<file path="src/include/rsa_pkg.sv">
package rsa_pkg;
    // Register map and field layout
    localparam logic [7:0] RSA_ASSIGN_ADDR = 8'h23;
    localparam logic [7:0] RSA_ASSIGN_RST = 8'h45;
    localparam int RSA_R4_LSB = 4;
    localparam int RSA_R3_LSB = 0;
    localparam int RSA_CODE_W = 4;
    // Strobe code range under sequencer control
    localparam logic [3:0] RSA_CODE_MIN = 4'h3;
    localparam logic [3:0] RSA_CODE_MAX = 4'ha;
    localparam logic [3:0] RSA_LAST_STROBE = 4'ha;
    localparam logic [3:0] RSA_FIRST_STROBE = 4'h1;
    // Inter-strobe delays
    localparam int RSA_CLK_HZ = 40000000;
    localparam int RSA_DLY_SHORT_MS = 2;
    localparam int RSA_DLY_LONG_MS = 5;
    localparam int RSA_DLY_FACTOR = 10;
    localparam int RSA_DLY_SHORT_CYC = RSA_CLK_HZ / 1000 * RSA_DLY_SHORT_MS;
    localparam int RSA_DLY_LONG_CYC = RSA_CLK_HZ / 1000 * RSA_DLY_LONG_MS;
    localparam int RSA_GAPS = 9;
    localparam int RSA_CNT_W = 24;
    typedef enum logic [2:0] {
        RSA_IDLE = 3'b001,
        RSA_UP = 3'b010,
        RSA_DOWN = 3'b100
    } rsa_state_e;
endpackage

</file>
<file path="src/rsa_seq.sv">
`timescale 1ns/1ps
module rsa_seq
    import rsa_pkg::*;
#(
    parameter int SHORT_CYC = RSA_DLY_SHORT_CYC,
    parameter int LONG_CYC = RSA_DLY_LONG_CYC
) (
    input wire logic ref_clk_i,
    input wire logic srst_i,
    input wire logic reg_wr_i,
    input wire logic [7:0] reg_addr_i,
    input wire logic [7:0] reg_wdata_i,
    output logic [7:0] reg_rdata_o,
    input wire logic [8:0] gap_long_i,
    input wire logic powerdown_delay_factor_i,
    input wire logic power_up_i,
    input wire logic power_down_i,
    output logic [3:0] strobe_o,
    output logic seq_busy_o,
    output logic buck_rail_three_en_o,
    output logic buck_boost_rail_four_en_o
);
    import rsa_pkg::*;

    logic [7:0] strobe_assign_byte_r;
    rsa_state_e state_r, state_nxt;
    logic [3:0] strobe_r, strobe_nxt;
    logic [RSA_CNT_W-1:0] cnt_r, cnt_nxt;
    logic r3_en_r, r4_en_r;
    logic [3:0] rail3_strobe_select, rail4_strobe_select;
    logic r3_ctl, r4_ctl, sel_wr, cnt_done, gap_long;
    logic [RSA_CNT_W-1:0] gap_cyc, gap_base;
    logic [3:0] gap_idx;

    // Register decode and field split
    assign sel_wr = reg_wr_i && (reg_addr_i == RSA_ASSIGN_ADDR);
    assign reg_rdata_o = (reg_addr_i == RSA_ASSIGN_ADDR) ?
        strobe_assign_byte_r : 8'h00;
    assign rail4_strobe_select =
        strobe_assign_byte_r[RSA_R4_LSB +: RSA_CODE_W];
    assign rail3_strobe_select =
        strobe_assign_byte_r[RSA_R3_LSB +: RSA_CODE_W];
    // Controlled only for codes 3h..Ah
    assign r3_ctl = (rail3_strobe_select >= RSA_CODE_MIN) &&
        (rail3_strobe_select <= RSA_CODE_MAX);
    assign r4_ctl = (rail4_strobe_select >= RSA_CODE_MIN) &&
        (rail4_strobe_select <= RSA_CODE_MAX);

    // Gap index: gap k lies between strobe k and k+1
    assign gap_idx = (state_r == RSA_DOWN) ? strobe_r - 4'h1 : strobe_r;
    assign gap_long = (gap_idx >= RSA_FIRST_STROBE) &&
        (gap_idx <= 4'h9) ? gap_long_i[gap_idx - 4'h1] : 1'b0;
    assign gap_base = gap_long ? RSA_CNT_W'(LONG_CYC) :
        RSA_CNT_W'(SHORT_CYC);
    assign gap_cyc = (state_r == RSA_DOWN && powerdown_delay_factor_i) ?
        RSA_CNT_W'(gap_base * RSA_DLY_FACTOR) : gap_base;
    assign cnt_done = (cnt_r == RSA_CNT_W'(1));

    // Sequencer next state
    always_comb begin
        state_nxt = state_r;
        strobe_nxt = strobe_r;
        cnt_nxt = cnt_r;
        case (state_r)
            RSA_IDLE: begin
                if (power_up_i) begin
                    state_nxt = RSA_UP;
                    strobe_nxt = RSA_FIRST_STROBE;
                    cnt_nxt = RSA_CNT_W'(1);
                end else if (power_down_i) begin
                    state_nxt = RSA_DOWN;
                    strobe_nxt = RSA_LAST_STROBE;
                    cnt_nxt = RSA_CNT_W'(1);
                end
            end
            RSA_UP: begin
                if (cnt_done) begin
                    if (strobe_r == RSA_LAST_STROBE) begin
                        state_nxt = RSA_IDLE;
                        strobe_nxt = 4'h0;
                    end else begin
                        strobe_nxt = strobe_r + 4'h1;
                        cnt_nxt = gap_cyc;
                    end
                end else begin
                    cnt_nxt = cnt_r - RSA_CNT_W'(1);
                end
            end
            RSA_DOWN: begin
                if (cnt_done) begin
                    if (strobe_r == RSA_FIRST_STROBE) begin
                        state_nxt = RSA_IDLE;
                        strobe_nxt = 4'h0;
                    end else begin
                        strobe_nxt = strobe_r - 4'h1;
                        cnt_nxt = gap_cyc;
                    end
                end else begin
                    cnt_nxt = cnt_r - RSA_CNT_W'(1);
                end
            end
            default: begin
                state_nxt = RSA_IDLE;
                strobe_nxt = 4'h0;
                cnt_nxt = '0;
            end
        endcase
    end

    // Register and sequencer state
    always_ff @(posedge ref_clk_i) begin
        if (srst_i) begin
            strobe_assign_byte_r <= RSA_ASSIGN_RST;
            state_r <= RSA_IDLE;
            strobe_r <= 4'h0;
            cnt_r <= '0;
        end else begin
            if (sel_wr) begin
                strobe_assign_byte_r <= reg_wdata_i;
            end
            state_r <= state_nxt;
            strobe_r <= strobe_nxt;
            cnt_r <= cnt_nxt;
        end
    end

    // Rail enables at their strobe
    always_ff @(posedge ref_clk_i) begin
        if (srst_i) begin
            r3_en_r <= 1'b0;
            r4_en_r <= 1'b0;
        end else if (cnt_done && strobe_r != 4'h0) begin
            if (r3_ctl && strobe_r == rail3_strobe_select) begin
                r3_en_r <= (state_r == RSA_UP);
            end
            if (r4_ctl && strobe_r == rail4_strobe_select) begin
                r4_en_r <= (state_r == RSA_UP);
            end
        end
    end

    assign strobe_o = strobe_r;
    assign seq_busy_o = (state_r != RSA_IDLE);
    assign buck_rail_three_en_o = r3_en_r;
    assign buck_boost_rail_four_en_o = r4_en_r;
endmodule

</file>
<file path="config.mk">
export PLATFORM = sky130hd
export DESIGN_NAME = rsa_seq
export DESIGN_NICKNAME = d
export VERILOG_FILES = /design/src/include/rsa_pkg.sv /design/src/rsa_seq.sv
export SDC_FILE = /design/constraint.sdc
export NUM_CORES = 1
export LEC_CHECK = 0
export BUFFER_PORTS_ARGS = -buffer_cell sky130_fd_sc_hd__clkbuf_2
export CAP_MARGIN = 20
export CORE_ASPECT_RATIO = 0.6
export CORE_MARGIN = 1.5
export CORE_UTILIZATION = 35
export DETAILED_ROUTE_END_ITERATION = 8
export GPL_ROUTABILITY_DRIVEN = 1
export PLACE_DENSITY = 0.56
export SLEW_MARGIN = 20
export SYNTH_ARGS = -nofsm -noshare
export SYNTH_HDL_FRONTEND = slang
export SYNTH_SLANG_ARGS = --single-unit
</file>
<file path="constraint.sdc">
create_clock -name ref_clk_i -period 7.3 [get_ports ref_clk_i]
set_input_delay 1.46 -clock ref_clk_i [delete_from_list [all_inputs] [get_ports ref_clk_i]]
set_output_delay 1.46 -clock ref_clk_i [all_outputs]
set_load 0.05 [all_outputs]
</file>
==> out/results.ini <==
[routing]
viasPerCell=5.68
dr.pass1.iters=5
vias=3124
drt_iter0_drc=266
drt.antenna.violating_nets=0
drc=0
wl_per_cell_um=15.9
finalWirelength_um=8760

[critical_path]
worstPathRequired_ps=5840
end_kind=output port
start_kind=primary input
crit_path_max_fanout=17
crit_type=primary input to output port
cp.arrival_ps=3250

[grt]
grt_pass1_vias=2754
grt_overflow=0
grt.total_usage=0.204
antenna_found_initial=0
grt_pass1_wl_um=14300
grt_max_degree=38

[floorplan]
die_h_um=74.9
std_cell_rows=25
core_um2=8100
dieArea_um2=9210
start_util=0.373
io_pins=46
die_x_um=123

[clocking]
hold_buffers=0
htree_levels=2
clk_latency_ps=290
clock_sinks=41
cts-resized-gates=0
clock_path_buffers=2
path_clk_slew_ps=60
post-cts-setup-buffer-count=0
cts-root-buf=clkbuf_16
cts_tree=yes
cts_made_buffers=5

[place]
hpwl_um=6400
numPortBuffers=45
dpl.cell_count=542
dp_slack_ps=2300
place_congestion=0.857

[sta]
fin_ws_ps=2590
rsz0062_at_grt=false
fin_hold_ws_ps=474
max-slew-margin-rel=0.413
min_period_ps=4710
max_slew.worst_pin.slew_ps=879
report.final.slew_viol_count=0
report.final.hold_viol_count=0
setup_viol=0
period_share=0.645
clock_skew_ps=6.29
timing.setup.tns_ps=0
max_freq_mhz=212

[synth]
synth_edf_count=0
synth_top_cell_by_area=dfxtp_1
synthCells=412
synth_cell_types=56
netlist_top_cells_area=dfxtp_1 27%, a21oi_1 6.5%, ha_1 5.4%
synth_common_cells=41 x dfxtp_1, 41 x nand2_1, 39 x a21oi_1
synth-seq-cells=41
synthArstFlopShare=0
netlist_area_um2=3020
syn_nets=456
avgSynthCellArea_um2=7.32
synth.top_cell.area_share=0.272
ys_warn_count=0
synth_flop_cell=dfxtp_1
ys_seq_area_frac=0.272

[finish]
nNetsFinal=485
final-instance-count-excl-fill=550
antennaDiodeCount=0
drive_gt1_frac=0.154
nFillCells=846
area_delta_synth_final_pct=15.3

[power]
power_uw=1150
p_per_area_nw_per_um2=330
pwr-share-clk=0.225
leakagePower_uw=0.00138
peakVddDrop_v=0.000103
p_sw_frac=0.456
intPower_uw=625
p_sw_uw=524
comb_power_share=0.512
p_seq_frac=0.263

[status]
status=finished clean

[min_path]
min_path_type=register to register

[job]
maxCapViolCount=0

## registers in the layout, summed over array words and instances (netlist names)
name / cells
buck_boost_rail_four_en_o: 1
buck_rail_three_en_o: 1
cnt_r: 24
state_r: 3
strobe_assign_byte_r: 8
strobe_o: 4
## critical path, stage by stage
cell and delay, ps:
clkbuf_2 80, or4b_1 580, nor4_4 610, and2_1 240, clkbuf_2 280
## final timing paths
| check | from | endpoint | slack (ps) | depth (start not counted) |
|---|---|---|---|---|
| worst max-delay path | reg_addr_i[4] | reg_rdata_o[2] | 2590 | 5 |
| worst min-delay path | cnt_r[23] | cnt_r[23] | 470 | 1 |
| worst max register to register | strobe_o[0] | cnt_r[20] | 2870 | 14 |
| worst min register to register | cnt_r[23] | cnt_r[23] | 470 | 1 |
## cells in the final DEF (no fill, tap or decap), drive strengths merged, types with 12 or more instances in the layout
cell type / Yosys / routed
nor2: 38 / 38
dfxtp: 41 / 41
a21oi: 40 / 40
o21ai: 30 / 30
nand2: 41 / 41
clkbuf: 19 / 51
nand3: 26 / 26
inv: 12 / 12
nor3: 16 / 16
ha: 13 / 13
## per-layer routing
| layer | wire (um) | global-route usage | vias to the layer above |
|---|---|---|---|
| li1 | - | - | 1564 |
| met1 | 4850 | 0.324 | 1449 |
| met2 | 3210 | 0.267 | 103 |
| met3 | 613 | 0.0447 | 8 |
| met4 | 89 | 0.0581 | 0 |
| met5 | 0 | 0 | - |
## cell type report
| class | instances | area (um^2) | area share |
|---|---|---|---|
| sequential | 41 | 821 | 0.236 |
| multi-input combinational | 334 | 2070 | 0.595 |
| tap | 108 | 135 | 0.0388 |
| clock inverter | 2 | 38.8 | 0.0111 |
| inverter | 12 | 45.0 | 0.0129 |
| timing repair buffer | 47 | 240 | 0.0690 |
| clock buffer | 6 | 129 | 0.0370 |
## power groups by stage
stage                     logic, uW  clock network (uW)  registers [uW]
final                           589                 258             303
after global routing            659                 273             310
after CTS                       581                 264             302
after detailed placement        578                   0             306
after global placement          573                   0             305
after floorplan                 459                   0             291
## kinds of logic after synthesis
group	count (synthesis)	synth area share
flip-flops	41	0.272
AO/OA/AOI/OAI	112	0.228
adder cells (fa/ha/maj)	13	0.0539
XOR/XNOR	15	0.0435
AND/OR/NAND/NOR	181	0.308
buffers and inverters	37	0.0493
multiplexers	13	0.0452
## through the flow
stage | utilization | instance area [um^2]
after floorplan | - | 3020
after global placement | 0.408 | 3300
after detailed placement | 0.408 | 3300
after CTS | 0.429 | 3470
after global routing | 0.430 | 3480
final | 0.430 | 3480
Note: power is estimated with default switching activity, not from simulation.
